File: config.mk
export PLATFORM = sky130hd
export DESIGN_NAME = conv_speed_sel_top
export DESIGN_NICKNAME = d
export VERILOG_FILES = /design/src/include/conv_speed_sel_pkg.sv /design/src/core/conv_speed_sel_top.sv /design/src/core/conv_speed_sel_sar.sv /design/src/core/conv_speed_sel_chan.sv
export SDC_FILE = /design/constraint.sdc
export NUM_CORES = 1
export LEC_CHECK = 0
export BUFFER_PORTS_ARGS = -buffer_cell sky130_fd_sc_hd__clkbuf_2
export CAP_MARGIN = 5
export CORE_MARGIN = 2
export CORE_UTILIZATION = 58
export DETAILED_ROUTE_END_ITERATION = 16
export PLACE_DENSITY_LB_ADDON = 0.12
export SYNTH_ARGS = -nofsm -noshare
export SYNTH_HDL_FRONTEND = slang
export SYNTH_SLANG_ARGS = --single-unit
File: constraint.sdc
create_clock -name clk_i -period 3.8 [get_ports clk_i]
set_input_delay 0.95 -clock clk_i [delete_from_list [all_inputs] [get_ports clk_i]]
set_output_delay 0.95 -clock clk_i [all_outputs]
set_load 0.01 [all_outputs]
File: src/include/conv_speed_sel_pkg.sv
// Shared constants, types and register map of the converter sequencer
package conv_speed_sel_pkg;

    // Converter resolution and ladder size
    localparam int CONV_SPEED_SEL_RES_W = 8;
    localparam int CONV_SPEED_SEL_LADDER_STEPS = 256;
    localparam int CONV_SPEED_SEL_CHAN_N = 8;
    localparam int CONV_SPEED_SEL_RES_N = 4;
    localparam logic [7:0] CONV_SPEED_SEL_SAR_MID = 8'h80;
    localparam logic [2:0] CONV_SPEED_SEL_SAR_TOP_BIT = 3'h7;

    // Register byte offsets on the APB
    localparam logic [7:0] CONV_SPEED_SEL_OFF_MODE = 8'h00;
    localparam logic [7:0] CONV_SPEED_SEL_OFF_IRQ_EN = 8'h04;
    localparam logic [7:0] CONV_SPEED_SEL_OFF_IRQ_STAT = 8'h08;
    localparam logic [7:0] CONV_SPEED_SEL_OFF_IRQ_CLR = 8'h0C;
    localparam logic [7:0] CONV_SPEED_SEL_OFF_RES_A = 8'h10;
    localparam logic [7:0] CONV_SPEED_SEL_OFF_RES_B = 8'h14;
    localparam logic [7:0] CONV_SPEED_SEL_OFF_RES_C = 8'h18;
    localparam logic [7:0] CONV_SPEED_SEL_OFF_RES_D = 8'h1C;
    localparam logic [7:0] CONV_SPEED_SEL_OFF_PORT = 8'h20;

    // Field positions of conv_mode_reg
    localparam int CONV_SPEED_SEL_B_CH_LO = 0;
    localparam int CONV_SPEED_SEL_B_CH_HI = 2;
    localparam int CONV_SPEED_SEL_B_SCAN = 3;
    localparam int CONV_SPEED_SEL_B_REP = 4;
    localparam int CONV_SPEED_SEL_B_SPD = 5;
    localparam int CONV_SPEED_SEL_B_TRIG = 6;
    localparam int CONV_SPEED_SEL_B_BUSY = 7;
    localparam int CONV_SPEED_SEL_B_END = 8;

    // Interrupt status, enable and clear bit positions
    localparam int CONV_SPEED_SEL_EV_DONE = 0;
    localparam int CONV_SPEED_SEL_EV_CONV = 1;
    localparam int CONV_SPEED_SEL_EV_N = 2;

    // Per-bit comparison step times, least values
    localparam int CONV_SPEED_SEL_CLK_NS = 100;
    localparam int CONV_SPEED_SEL_HS_STEP_NS = 100;
    localparam int CONV_SPEED_SEL_LS_STEP_NS = 400;
    localparam int CONV_SPEED_SEL_HS_STEP_CYC =
        (CONV_SPEED_SEL_HS_STEP_NS + CONV_SPEED_SEL_CLK_NS - 1) / CONV_SPEED_SEL_CLK_NS;
    localparam int CONV_SPEED_SEL_LS_STEP_CYC =
        (CONV_SPEED_SEL_LS_STEP_NS + CONV_SPEED_SEL_CLK_NS - 1) / CONV_SPEED_SEL_CLK_NS;
    localparam logic [2:0] CONV_SPEED_SEL_HS_RELOAD = 3'(CONV_SPEED_SEL_HS_STEP_CYC - 1);
    localparam logic [2:0] CONV_SPEED_SEL_LS_RELOAD = 3'(CONV_SPEED_SEL_LS_STEP_CYC - 1);

    // Reset values
    localparam logic [7:0] CONV_SPEED_SEL_RES_RST = 8'h00;
    localparam logic [2:0] CONV_SPEED_SEL_CH_RST = 3'h0;

    // Mode fields as written by software
    typedef struct packed {
        logic speed;
        logic rep;
        logic scan;
        logic ch_hi;
        logic [1:0] ch_lo;
    } conv_speed_sel_mode_t;

    localparam conv_speed_sel_mode_t CONV_SPEED_SEL_MODE_RST = '{
        speed: 1'b0, rep: 1'b0, scan: 1'b0, ch_hi: 1'b0, ch_lo: 2'h0};

    typedef enum logic [1:0] {CONV_SPEED_SEL_SQ_IDLE, CONV_SPEED_SEL_SQ_CONV} conv_speed_sel_seq_st_t;
    typedef enum logic [1:0] {CONV_SPEED_SEL_SAR_IDLE, CONV_SPEED_SEL_SAR_TRIAL} conv_speed_sel_sar_st_t;

endpackage : conv_speed_sel_pkg

File: src/core/conv_speed_sel_top.sv
// Converter sequencer top: APB registers, channel sequence, results
`timescale 1ns/1ps
// Overview of operation
// - Eight-bit result from 256-step ladder search
// - Fixed mode converts only selected input
// - Scan runs from input 0 or 4
// - Reset clears channel selection to input 0
// - Writing start sets busy during conversion
// - Single or repeat in fixed and scan
// - Speed bit resets to high speed
// - Single finish: end set, busy cleared, irq
// - Done irq cleared by reset or result read
// - Repeat mode raises no done irq
// - Repeat off takes effect after the last channel of the current pass
// - Result stored per channel pair (inputs n and n+4 share one), overwritten on repeat
// - Result registers ignore software writes
// - Any result read clears end flag
// - Unused analog pins read as digital port
module conv_speed_sel_top
    import conv_speed_sel_pkg::*;
(
    input wire logic clk_i,
    input wire logic nrst_i,
    input wire logic psel_i,
    input wire logic penable_i,
    input wire logic pwrite_i,
    input wire logic [7:0] paddr_i,
    input wire logic [31:0] pwdata_i,
    output logic [31:0] prdata_o,
    output logic pready_o,
    output logic pslverr_o,
    input wire logic cmp_i,
    input wire logic [7:0] pins_i,
    output logic [7:0] dac_code_o,
    output logic [2:0] mux_sel_o,
    output logic [7:0] ain_en_o,
    output logic irq_o
);

    conv_speed_sel_mode_t mode_ff;
    conv_speed_sel_seq_st_t st_ff;
    logic busy_ff;
    logic end_ff;
    logic [CONV_SPEED_SEL_EV_N-1:0] irq_stat_ff;
    logic [CONV_SPEED_SEL_EV_N-1:0] irq_en_ff;
    logic [2:0] chan_ff;
    logic kick_ff;
    logic [7:0] res_ff [CONV_SPEED_SEL_RES_N];
    logic [31:0] prdata_ff;
    logic pready_ff;
    logic pslverr_ff;
    logic [7:0] mask_ff;
    logic irq_ff;

    logic setup;
    logic acc;
    logic wr;
    logic rd;
    logic mapped;
    logic res_rd;
    logic trig;
    logic [2:0] first_ch;
    logic [2:0] last_ch;
    logic [7:0] use_mask;
    logic sar_done;
    logic [7:0] sar_code;
    logic scan_end;
    logic [31:0] nxt_rdata;
    conv_speed_sel_mode_t wmode;

    // Bus phases: data prepared in setup, access completes in one cycle
    assign setup = psel_i && !penable_i;
    assign acc = psel_i && penable_i && pready_ff;
    assign wr = acc && pwrite_i && mapped;
    assign rd = acc && !pwrite_i && mapped;
    assign res_rd = rd && (paddr_i >= CONV_SPEED_SEL_OFF_RES_A) &&
        (paddr_i <= CONV_SPEED_SEL_OFF_RES_D);
    assign wmode = '{
        speed: pwdata_i[CONV_SPEED_SEL_B_SPD],
        rep: pwdata_i[CONV_SPEED_SEL_B_REP],
        scan: pwdata_i[CONV_SPEED_SEL_B_SCAN],
        ch_hi: pwdata_i[CONV_SPEED_SEL_B_CH_HI],
        ch_lo: pwdata_i[CONV_SPEED_SEL_B_CH_LO +: 2]};
    assign trig = wr && (paddr_i == CONV_SPEED_SEL_OFF_MODE) &&
        pwdata_i[CONV_SPEED_SEL_B_TRIG];
    assign scan_end = (chan_ff == last_ch);

    conv_speed_sel_chan u_chan (
        .mode_i(mode_ff),
        .first_o(first_ch),
        .last_o(last_ch),
        .use_mask_o(use_mask)
    );

    conv_speed_sel_sar u_sar (
        .clk_i(clk_i),
        .nrst_i(nrst_i),
        .start_i(kick_ff),
        .slow_i(mode_ff.speed),
        .cmp_i(cmp_i),
        .code_o(sar_code),
        .done_o(sar_done)
    );

    // Address decode and read data mux
    always_comb begin
        mapped = 1'b1;
        nxt_rdata = 32'h0000_0000;
        case (paddr_i)
            CONV_SPEED_SEL_OFF_MODE: begin
                nxt_rdata[CONV_SPEED_SEL_B_CH_LO +: 2] = mode_ff.ch_lo;
                nxt_rdata[CONV_SPEED_SEL_B_CH_HI] = mode_ff.ch_hi;
                nxt_rdata[CONV_SPEED_SEL_B_SCAN] = mode_ff.scan;
                nxt_rdata[CONV_SPEED_SEL_B_REP] = mode_ff.rep;
                nxt_rdata[CONV_SPEED_SEL_B_SPD] = mode_ff.speed;
                nxt_rdata[CONV_SPEED_SEL_B_TRIG] = 1'b0;
                nxt_rdata[CONV_SPEED_SEL_B_BUSY] = busy_ff;
                nxt_rdata[CONV_SPEED_SEL_B_END] = end_ff;
            end
            CONV_SPEED_SEL_OFF_IRQ_EN: nxt_rdata[CONV_SPEED_SEL_EV_N-1:0] = irq_en_ff;
            CONV_SPEED_SEL_OFF_IRQ_STAT: nxt_rdata[CONV_SPEED_SEL_EV_N-1:0] = irq_stat_ff;
            CONV_SPEED_SEL_OFF_IRQ_CLR: nxt_rdata = 32'h0000_0000;
            CONV_SPEED_SEL_OFF_RES_A: nxt_rdata[7:0] = res_ff[0];
            CONV_SPEED_SEL_OFF_RES_B: nxt_rdata[7:0] = res_ff[1];
            CONV_SPEED_SEL_OFF_RES_C: nxt_rdata[7:0] = res_ff[2];
            CONV_SPEED_SEL_OFF_RES_D: nxt_rdata[7:0] = res_ff[3];
            CONV_SPEED_SEL_OFF_PORT: nxt_rdata[7:0] = pins_i & ~mask_ff;
            default: mapped = 1'b0;
        endcase
    end

    // APB answer registers: ready in the first access cycle
    always_ff @(posedge clk_i) begin
        if (!nrst_i) begin
            prdata_ff <= 32'h0000_0000;
            pready_ff <= 1'b0;
            pslverr_ff <= 1'b0;
        end else begin
            pready_ff <= setup;
            pslverr_ff <= setup && !mapped;
            if (setup && !pwrite_i) begin
                prdata_ff <= nxt_rdata;
            end else if (acc) begin
                prdata_ff <= 32'h0000_0000;
            end
        end
    end

    // Mode register; start bit is a trigger only
    always_ff @(posedge clk_i) begin
        if (!nrst_i) begin
            mode_ff <= CONV_SPEED_SEL_MODE_RST;
        end else if (wr && (paddr_i == CONV_SPEED_SEL_OFF_MODE)) begin
            mode_ff <= wmode;
        end
    end

    // Interrupt enable register
    always_ff @(posedge clk_i) begin
        if (!nrst_i) begin
            irq_en_ff <= '0;
        end else if (wr && (paddr_i == CONV_SPEED_SEL_OFF_IRQ_EN)) begin
            irq_en_ff <= pwdata_i[CONV_SPEED_SEL_EV_N-1:0];
        end
    end

    // Sequencer: steps channels, decides repeat or finish
    always_ff @(posedge clk_i) begin
        if (!nrst_i) begin
            st_ff <= CONV_SPEED_SEL_SQ_IDLE;
            busy_ff <= 1'b0;
            chan_ff <= CONV_SPEED_SEL_CH_RST;
            kick_ff <= 1'b0;
        end else begin
            kick_ff <= 1'b0;
            case (st_ff)
                CONV_SPEED_SEL_SQ_IDLE: begin
                    if (trig) begin
                        busy_ff <= 1'b1;
                        chan_ff <= wmode.scan ? {wmode.ch_hi, 2'h0} :
                            {wmode.ch_hi, wmode.ch_lo};
                        kick_ff <= 1'b1;
                        st_ff <= CONV_SPEED_SEL_SQ_CONV;
                    end
                end
                CONV_SPEED_SEL_SQ_CONV: begin
                    if (sar_done) begin
                        if (!scan_end) begin
                            chan_ff <= chan_ff + 3'h1;
                            kick_ff <= 1'b1;
                        end else if (mode_ff.rep) begin
                            chan_ff <= first_ch;
                            kick_ff <= 1'b1;
                        end else begin
                            busy_ff <= 1'b0;
                            st_ff <= CONV_SPEED_SEL_SQ_IDLE;
                        end
                    end
                end
                default: st_ff <= CONV_SPEED_SEL_SQ_IDLE;
            endcase
        end
    end

    // End flag: set after the last channel of every pass, repeat included; result read clears, set wins
    always_ff @(posedge clk_i) begin
        if (!nrst_i) begin
            end_ff <= 1'b0;
        end else if (st_ff == CONV_SPEED_SEL_SQ_CONV && sar_done && scan_end) begin
            end_ff <= 1'b1;
        end else if (res_rd) begin
            end_ff <= 1'b0;
        end
    end

    // Result store: shared register per channel pair, bus writes ignored
    genvar gr;
    generate
        for (gr = 0; gr < CONV_SPEED_SEL_RES_N; gr++) begin : g_res
            always_ff @(posedge clk_i) begin
                if (!nrst_i) begin
                    res_ff[gr] <= CONV_SPEED_SEL_RES_RST;
                end else if (st_ff == CONV_SPEED_SEL_SQ_CONV && sar_done &&
                    chan_ff[1:0] == 2'(gr)) begin
                    res_ff[gr] <= sar_code;
                end
            end
        end
    endgenerate

    // Sticky events: done only clears on result read, conv by clear reg
    always_ff @(posedge clk_i) begin
        if (!nrst_i) begin
            irq_stat_ff <= '0;
        end else begin
            if (st_ff == CONV_SPEED_SEL_SQ_CONV && sar_done && scan_end &&
                !mode_ff.rep) begin
                irq_stat_ff[CONV_SPEED_SEL_EV_DONE] <= 1'b1;
            end else if (res_rd) begin
                irq_stat_ff[CONV_SPEED_SEL_EV_DONE] <= 1'b0;
            end
            if (st_ff == CONV_SPEED_SEL_SQ_CONV && sar_done) begin
                irq_stat_ff[CONV_SPEED_SEL_EV_CONV] <= 1'b1;
            end else if (wr && (paddr_i == CONV_SPEED_SEL_OFF_IRQ_CLR) &&
                pwdata_i[CONV_SPEED_SEL_EV_CONV]) begin
                irq_stat_ff[CONV_SPEED_SEL_EV_CONV] <= 1'b0;
            end
        end
    end

    // Registered pin-facing outputs
    always_ff @(posedge clk_i) begin
        if (!nrst_i) begin
            mux_sel_o <= CONV_SPEED_SEL_CH_RST;
            mask_ff <= 8'h00;
            irq_ff <= 1'b0;
        end else begin
            mux_sel_o <= chan_ff;
            mask_ff <= busy_ff ? use_mask : 8'h00;
            irq_ff <= |(irq_stat_ff & irq_en_ff);
        end
    end

    assign prdata_o = prdata_ff;
    assign pready_o = pready_ff;
    assign pslverr_o = pslverr_ff;
    assign dac_code_o = sar_code;
    assign ain_en_o = mask_ff;
    assign irq_o = irq_ff;

endmodule : conv_speed_sel_top

File: src/core/conv_speed_sel_sar.sv
// Successive-approximation engine driving the reference ladder code
`timescale 1ns/1ps
module conv_speed_sel_sar
    import conv_speed_sel_pkg::*;
(
    input wire logic clk_i,
    input wire logic nrst_i,
    input wire logic start_i,
    input wire logic slow_i,
    input wire logic cmp_i,
    output logic [7:0] code_o,
    output logic done_o
);

    conv_speed_sel_sar_st_t st_ff;
    logic [7:0] code_ff;
    logic [2:0] bit_ff;
    logic [2:0] wait_ff;

    // Binary search: one ladder bit per step, 256 levels in 8 trials
    always_ff @(posedge clk_i) begin
        if (!nrst_i) begin
            st_ff <= CONV_SPEED_SEL_SAR_IDLE;
            code_ff <= CONV_SPEED_SEL_RES_RST;
            bit_ff <= CONV_SPEED_SEL_SAR_TOP_BIT;
            wait_ff <= CONV_SPEED_SEL_HS_RELOAD;
            done_o <= 1'b0;
        end else begin
            done_o <= 1'b0;
            case (st_ff)
                CONV_SPEED_SEL_SAR_IDLE: begin
                    if (start_i) begin
                        code_ff <= CONV_SPEED_SEL_SAR_MID;
                        bit_ff <= CONV_SPEED_SEL_SAR_TOP_BIT;
                        wait_ff <= slow_i ? CONV_SPEED_SEL_LS_RELOAD : CONV_SPEED_SEL_HS_RELOAD;
                        st_ff <= CONV_SPEED_SEL_SAR_TRIAL;
                    end
                end
                CONV_SPEED_SEL_SAR_TRIAL: begin
                    if (wait_ff != 3'h0) begin
                        wait_ff <= wait_ff - 3'h1;
                    end else begin
                        // Input below trial level drops the bit
                        if (!cmp_i) begin
                            code_ff[bit_ff] <= 1'b0;
                        end
                        if (bit_ff == 3'h0) begin
                            done_o <= 1'b1;
                            st_ff <= CONV_SPEED_SEL_SAR_IDLE;
                        end else begin
                            code_ff[bit_ff - 3'h1] <= 1'b1;
                            bit_ff <= bit_ff - 3'h1;
                            wait_ff <= slow_i ? CONV_SPEED_SEL_LS_RELOAD :
                                CONV_SPEED_SEL_HS_RELOAD;
                        end
                    end
                end
                default: st_ff <= CONV_SPEED_SEL_SAR_IDLE;
            endcase
        end
    end

    assign code_o = code_ff;

endmodule : conv_speed_sel_sar

File: src/core/conv_speed_sel_chan.sv
// Channel range decoder for fixed and scan operation
`timescale 1ns/1ps
module conv_speed_sel_chan
    import conv_speed_sel_pkg::*;
(
    input conv_speed_sel_mode_t mode_i,
    output logic [2:0] first_o,
    output logic [2:0] last_o,
    output logic [7:0] use_mask_o
);

    // Scan starts at input 0 or 4; last channel grows with the code
    assign first_o = mode_i.scan ? {mode_i.ch_hi, 2'h0} :
        {mode_i.ch_hi, mode_i.ch_lo};
    assign last_o = {mode_i.ch_hi, mode_i.ch_lo};

    // Inputs inside the active range are claimed for conversion
    genvar gi;
    generate
        for (gi = 0; gi < CONV_SPEED_SEL_CHAN_N; gi++) begin : g_mask
            assign use_mask_o[gi] = (3'(gi) >= first_o) &&
                (3'(gi) <= last_o);
        end
    endgenerate

endmodule : conv_speed_sel_chan

Yosys cells after proc, flatten, opt, wreduce, memory -nomap -nowiden --
Memories as Yosys holds them, arrays and structs flattened. Index checks and enable logic that the tools add are counted. Widths: inputs -> output; s select.
Word-level totals: bits in registers 58, latch bits 0, RAM bits 32, ROM bits 0, input bits 54, output and inout bits 54, memories kept 1
Memories:
- res_ff | words 4, bits a word 8, rd ports 4, clocked after memory_dff 0, wr ports 4, RTL line conv_speed_sel_top.sv:48 | logic [7:0] res_ff [CONV_SPEED_SEL_RES_N];
Cells by class: $add $sub $neg 3, $mul 0, div/mod/pow operators 0, $lt $le $gt $ge 22, eq/ne operators 24, shift-type cells 0, multiplexer cells 76, bitwise gates (word level) 12, reductions and logical operators 60
Operators by type and width (count):
- $mux 8 | 11
- $pmux 6 s6 | 1
- $logic_and 1x1->1 | 33
- $eq 8x5->1 const B | 4
- $mux 1 | 31
- $mux 3 | 10
- $mux 2 | 10
- $mux 9 | 2
- $pmux 3 s2 | 3
- $and 8x8->8 | 2
- $eq 8x4->1 const B | 2
- $not 8->8 | 2
- $pmux 2 s8 | 1
- $pmux 8 s2 | 1
- $ge 3x3->1 const A | 4
- $le 3x3->1 const A | 4
- $ne 2x2->1 const B | 6
- $reduce_and 4->1 | 3
- $reduce_bool 2->1 | 6
- $reduce_and 3->1 | 3
- $reduce_or 9->1 | 1
- $eq 8x3->1 const B | 1
- $eq 8x6->1 const B | 1
- $ge 8x5->1 const B | 1
- 31 further kinds | 54

Longest topological paths before layout --
depth after elaboration 14, mapped depth 7

Modules after synthesis --
From an unflattened synthesis, not the netlist that was laid out.
Unflattened totals: cell total of the unflattened synthesis 454, area total of the unflattened synthesis 4643.2 µm²
Modules (own cells, without submodules):
- conv_speed_sel_top | times used 1, cells an instance 338, area each 3628.5 µm², seq. area each 1741.7 µm²
- conv_speed_sel_sar | times used 1, cells an instance 99, area each 894.6 µm², seq. area each 320.3 µm²
- conv_speed_sel_chan | times used 1, cells an instance 17, area each 120.1 µm², seq. area each 0.0 µm²

Worst setup path after synthesis --
No wires, ideal clock.
path kind input -> register, start point in paddr_i[3], end point reg chan_ff[1], arrival time 2.382 ns, setup slack 1.325 ns, stages 6, path buffers 2, cell sequence buf_6 or4_4 buf_6 o41ai_4 o311ai_1 o32ai_1
On the way: longest elaborated chain between the ends 8
RTL lines:
- from (decl) | RTL line conv_speed_sel_top.sv:27 | input wire logic [7:0] paddr_i,
- $eq 8x3->1 (tied with other cells) | RTL line conv_speed_sel_top.sv:109 | case (paddr_i)
- $reduce_or 9->1 (no source line)
- $mux 1 | RTL line conv_speed_sel_top.sv:109
- $logic_and 1x1->1 | RTL line conv_speed_sel_top.sv:74 | assign wr = acc && pwrite_i && mapped;
- $logic_and 1x1->1 * (2 in series) | RTL line conv_speed_sel_top.sv:84 | assign trig = wr && (paddr_i == CONV_SPEED_SEL_OFF_MODE) &&
- $ne 2x2->1 (no source line) *
- $reduce_and 4->1 (no source line) *
- to (signal assigned) | RTL line conv_speed_sel_top.sv:180 | chan_ff <= wmode.scan ? {wmode.ch_hi, 2'h0} :
- to (signal assigned) | RTL line conv_speed_sel_top.sv:189 | chan_ff <= chan_ff + 3'h1;
- to (signal assigned) | RTL line conv_speed_sel_top.sv:192 | chan_ff <= first_ch;
- to (decl) | RTL line conv_speed_sel_top.sv:46 | logic [2:0] chan_ff;
Every way passes the cells marked *; elsewhere a longest branch is shown, timed or not. A chain may end at the register's enable or synchronous reset.

Worst setup path in the final report --
start point in paddr_i[4], end point reg chan_ff[2]
Same word-level chain as after synthesis.

==> results.sh <==
export IMPL_grt_first_pass_wirelength_mm=16.55
export IMPL_mean_instance_size_in_the_synthesized_netlist_sq_um=9.635
export IMPL_hold_path_class="reg2reg"
export IMPL_drtAntennaViolNets=0
export IMPL_setup_crit_path_kind="in2reg"
export IMPL_dpl_hpwl_mm=7.480
export IMPL_drcViolationCount=0
export IMPL_max_clock_path_buffers=2
export IMPL_timing_final_crit_share_pct=67.10
export IMPL_grt_usage_pct=25.25
export IMPL_crit_chain="clkbuf_2 -> nor4_2 -> nand3_1 -> o41ai_4 -> o211ai_1 -> o22ai_1"
export IMPL_skew_ns=0.009401
export IMPL_post_route_cells_drive_above_1_share_pct=18.18
export IMPL_timing_hold_violations_final=0
export IMPL_num_vias=3542
export IMPL_worst_endpoint_required_time_ns=4.07
export IMPL_synth_main_ff_cell="sky130_fd_sc_hd__dfxtp_1"
export IMPL_boundaryPins=108
export IMPL_worst_setup_path_end_kind="flop"
export IMPL_status="completed"
export IMPL_antenna_cells=0
export IMPL_detail_route_vias_per_cell=5.750
export IMPL_fin_setup_tns_ns=0
export IMPL_first_pass_detailed_route_iteration_total=5
export IMPL_synth_yosys_seq_area_share_pct=46.42
export IMPL_seq_area_sq_mm=0.002062
export IMPL_drt_initial_drc_count=254
export IMPL_drv_max_cap_violation_count=0
export IMPL_place_port_buffers=59
export IMPL_timing_fmax_mhz=392.2
export IMPL_startpoint_type="input port"
export IMPL_floorplan_initialDensity_pct=60.59
export IMPL_design_die_area_sq_mm=0.008374
export IMPL_filler_cell_count=611
export IMPL_cts_buffers_inserted=9
export IMPL_total_leakage_power_nw=1.992
export IMPL_largest_net_degree_at_the_start_of_global_routing=34
export IMPL_worst_path_max_delay_cell="sky130_fd_sc_hd__o41ai_4"
export IMPL_tritoncts="built"
export IMPL_synth_seq_cells=87
export IMPL_netlist_top_cell_by_area="sky130_fd_sc_hd__dfxtp_1"
export IMPL_synth_edf_count=32
export IMPL_routed_wl_mm=10.31
export IMPL_multi_input_comb_area_sq_mm=0.002112
export IMPL_report_power_total_mw=1.796
export IMPL_dominant_cells_by_area_after_synthesis="sky130_fd_sc_hd__dfxtp_1 (25%), sky130_fd_sc_hd__edfxtp_1 (22%), sky130_fd_sc_hd__and2_1 (4.8%)"
export IMPL_worst_slew_pin_slew_ns=0.5805
export IMPL_htree_num_levels=3
export IMPL_first_global_vias=3362
export IMPL_ys_top_cells_by_count="sky130_fd_sc_hd__dfxtp_1 (55), sky130_fd_sc_hd__nor2_1 (39), sky130_fd_sc_hd__nand2_1 (36)"
export IMPL_cp_arrival_ns=2.82
export IMPL_ir_drop_uv=248.3
export IMPL_postCtsSetupRepairBufs=0
export IMPL_finalWeightedCongestion=0.8962
export IMPL_area_delta_synth_final_pct=10.70
export IMPL_final_setup_viol_count=0
export IMPL_num_nets_final=574
export IMPL_synth_most_common_cell="sky130_fd_sc_hd__dfxtp_1"
export IMPL_timing_max_slew_rel_slack_pct=61.20
export IMPL_cts_root_buf="sky130_fd_sc_hd__clkbuf_8"
export IMPL_drv_slew=0
export IMPL_post_cts_hold_buffer_count=0
export IMPL_netlist_area_leader_share_pct=24.79
export IMPL_finalCriticalPeriod_ns=2.550
export IMPL_core_area_sq_mm=0.007331
export IMPL_postSynth_asyncResetShare_pct=0
export IMPL_clkSinkCount=87
export IMPL_clk_insertion_delay_late_ns=0.35
export IMPL_max_stage_delay_ns=0.48
export IMPL_rsz0062_at_grt="false"
export IMPL_grt_antenna_before_repair=0
export IMPL_clk_transition_reported_paths_ns=0.09
export IMPL_grt_ovfl_total=0
export IMPL_mappedNetlistArea_sq_mm=0.004442
export IMPL_pre_cts_slack_ns=0.9081
export IMPL_yosysWarnings=0
export IMPL_wire_per_inst_um=16.73
export IMPL_timing_critical_path_fanout_max=18
export IMPL_post_synth_inst_count=461
export IMPL_cts_resized=0
export IMPL_std_cell_rows=31
export IMPL_synth_cell_types=64
export IMPL_fp_dieH_um=91.51
export IMPL_die_width_um=91.51
export IMPL_final_critical_path_setup_slack_ns=1.250
export IMPL_power_per_unit_of_standard_cell_area_mw_per_mm2=365.2
-- metrics by stage --
step                      instance area (sq um)  hold slack [ns]  instances  utilization [%]
after detailed placement                   4687           0.4540        600            63.94
after global placement                     4687           0.4399        600            63.94
after floorplan                            4524           0.4319        483                -
after CTS                                  4917           0.4640        616            67.08
after global routing                       4917           0.4837        616            67.08
final                                      4917           0.4576        616            67.08
-- metal layers --
metal,wire [um],vias to the layer above,track usage (%)
li1,-,1714,-
met1,4606,1665,32.96
met2,4826,144,40.75
met3,593,19,3.568
met4,282,0,13.01
met5,0,-,0
-- power by group --
group | internal (mW) | switching [mW]
Clock | 0.390 | 0.326
Combinational | 0.0306 | 0.0705
Sequential | 0.975 | 0.00353
-- flip-flops by register name (all words and copies together), names as in the netlist, 2 cells and up --
register / count
res_ff: 32
prdata_o: 9
ain_en_o: 8
u_sar.code_o: 8
mode_ff: 6
chan_ff: 3
mux_sel_o: 3
u_sar.bit_ff: 3
u_sar.wait_ff: 3
irq_en_ff: 2
irq_stat_ff: 2
-- critical path, delay by kind of cell --
family / cells / cell delay, ns
simple gates: 2 / 0.76
compound gates: 3 / 0.84
buf+inv: 1 / 0.26
-- placed cells by master (no fill, tap or decap), types with 5 or more instances in the layout --
master	n
sky130_fd_sc_hd__and3_1	12
sky130_fd_sc_hd__a32oi_1	7
sky130_fd_sc_hd__o22ai_1	5
sky130_fd_sc_hd__inv_1	21
sky130_fd_sc_hd__o21ai_0	14
sky130_fd_sc_hd__nor2_1	39
sky130_fd_sc_hd__nor3b_1	5
sky130_fd_sc_hd__edfxtp_1	32
sky130_fd_sc_hd__nand2b_1	5
sky130_fd_sc_hd__a21oi_1	21
sky130_fd_sc_hd__nor3_1	12
sky130_fd_sc_hd__mux2i_1	16
sky130_fd_sc_hd__a22oi_1	5
sky130_fd_sc_hd__clkbuf_2	59
sky130_fd_sc_hd__and2_1	34
sky130_fd_sc_hd__clkbuf_8	9
sky130_fd_sc_hd__conb_1	23
sky130_fd_sc_hd__nand3_1	11
sky130_fd_sc_hd__nand2_1	36
sky130_fd_sc_hd__nor2b_1	8
sky130_fd_sc_hd__a22o_1	6
sky130_fd_sc_hd__ha_1	8
sky130_fd_sc_hd__o31ai_1	7
sky130_fd_sc_hd__dfxtp_1	55
-- cell families (layout without fill, tap and decap cells) --
kind of cell / count (synthesis) / count (layout) / share of synthesized area, %
xor gates and xnor gates: 3 / 3 / 0.5917
AOI/OAI and AO/OA: 94 / 94 / 15.18
adders and majority gates: 8 / 8 / 2.254
other: 1 / 23 / 0.08443
muxes: 21 / 21 / 5.127
and+or+nand+nor: 183 / 183 / 22.45
buffers and inverters: 64 / 98 / 7.887
DFF: 87 / 87 / 46.42
-- worst paths after layout --
| kind | from | to | slack (ns) | cells after the start |
|---|---|---|---|---|
| worst min register to register | prdata_o[8]$_SDFFE_PN0P_ | prdata_o[8]$_SDFFE_PN0P_ | 0.46 | 2 |
| worst max register to register | u_sar.wait_ff[0]$_SDFFE_PN0P_ | u_sar.code_o[7]$_SDFFE_PN0P_ | 1.78 | 7 |
| worst max-delay path | paddr_i[4] | chan_ff[2]$_SDFFE_PN0P_ | 1.25 | 6 |
| worst min-delay path | prdata_o[8]$_SDFFE_PN0P_ | prdata_o[8]$_SDFFE_PN0P_ | 0.46 | 2 |
-- layout make-up --
cell class	instances	share of cell area, %
inverter	21	1.603
timing repair buffer	61	6.310
clock buffer	12	3.690
tap	99	2.519
clock inverter	4	0.9924
sequential	87	41.93
multi-input combinational	332	42.95
(Power assumes the default switching activity.)
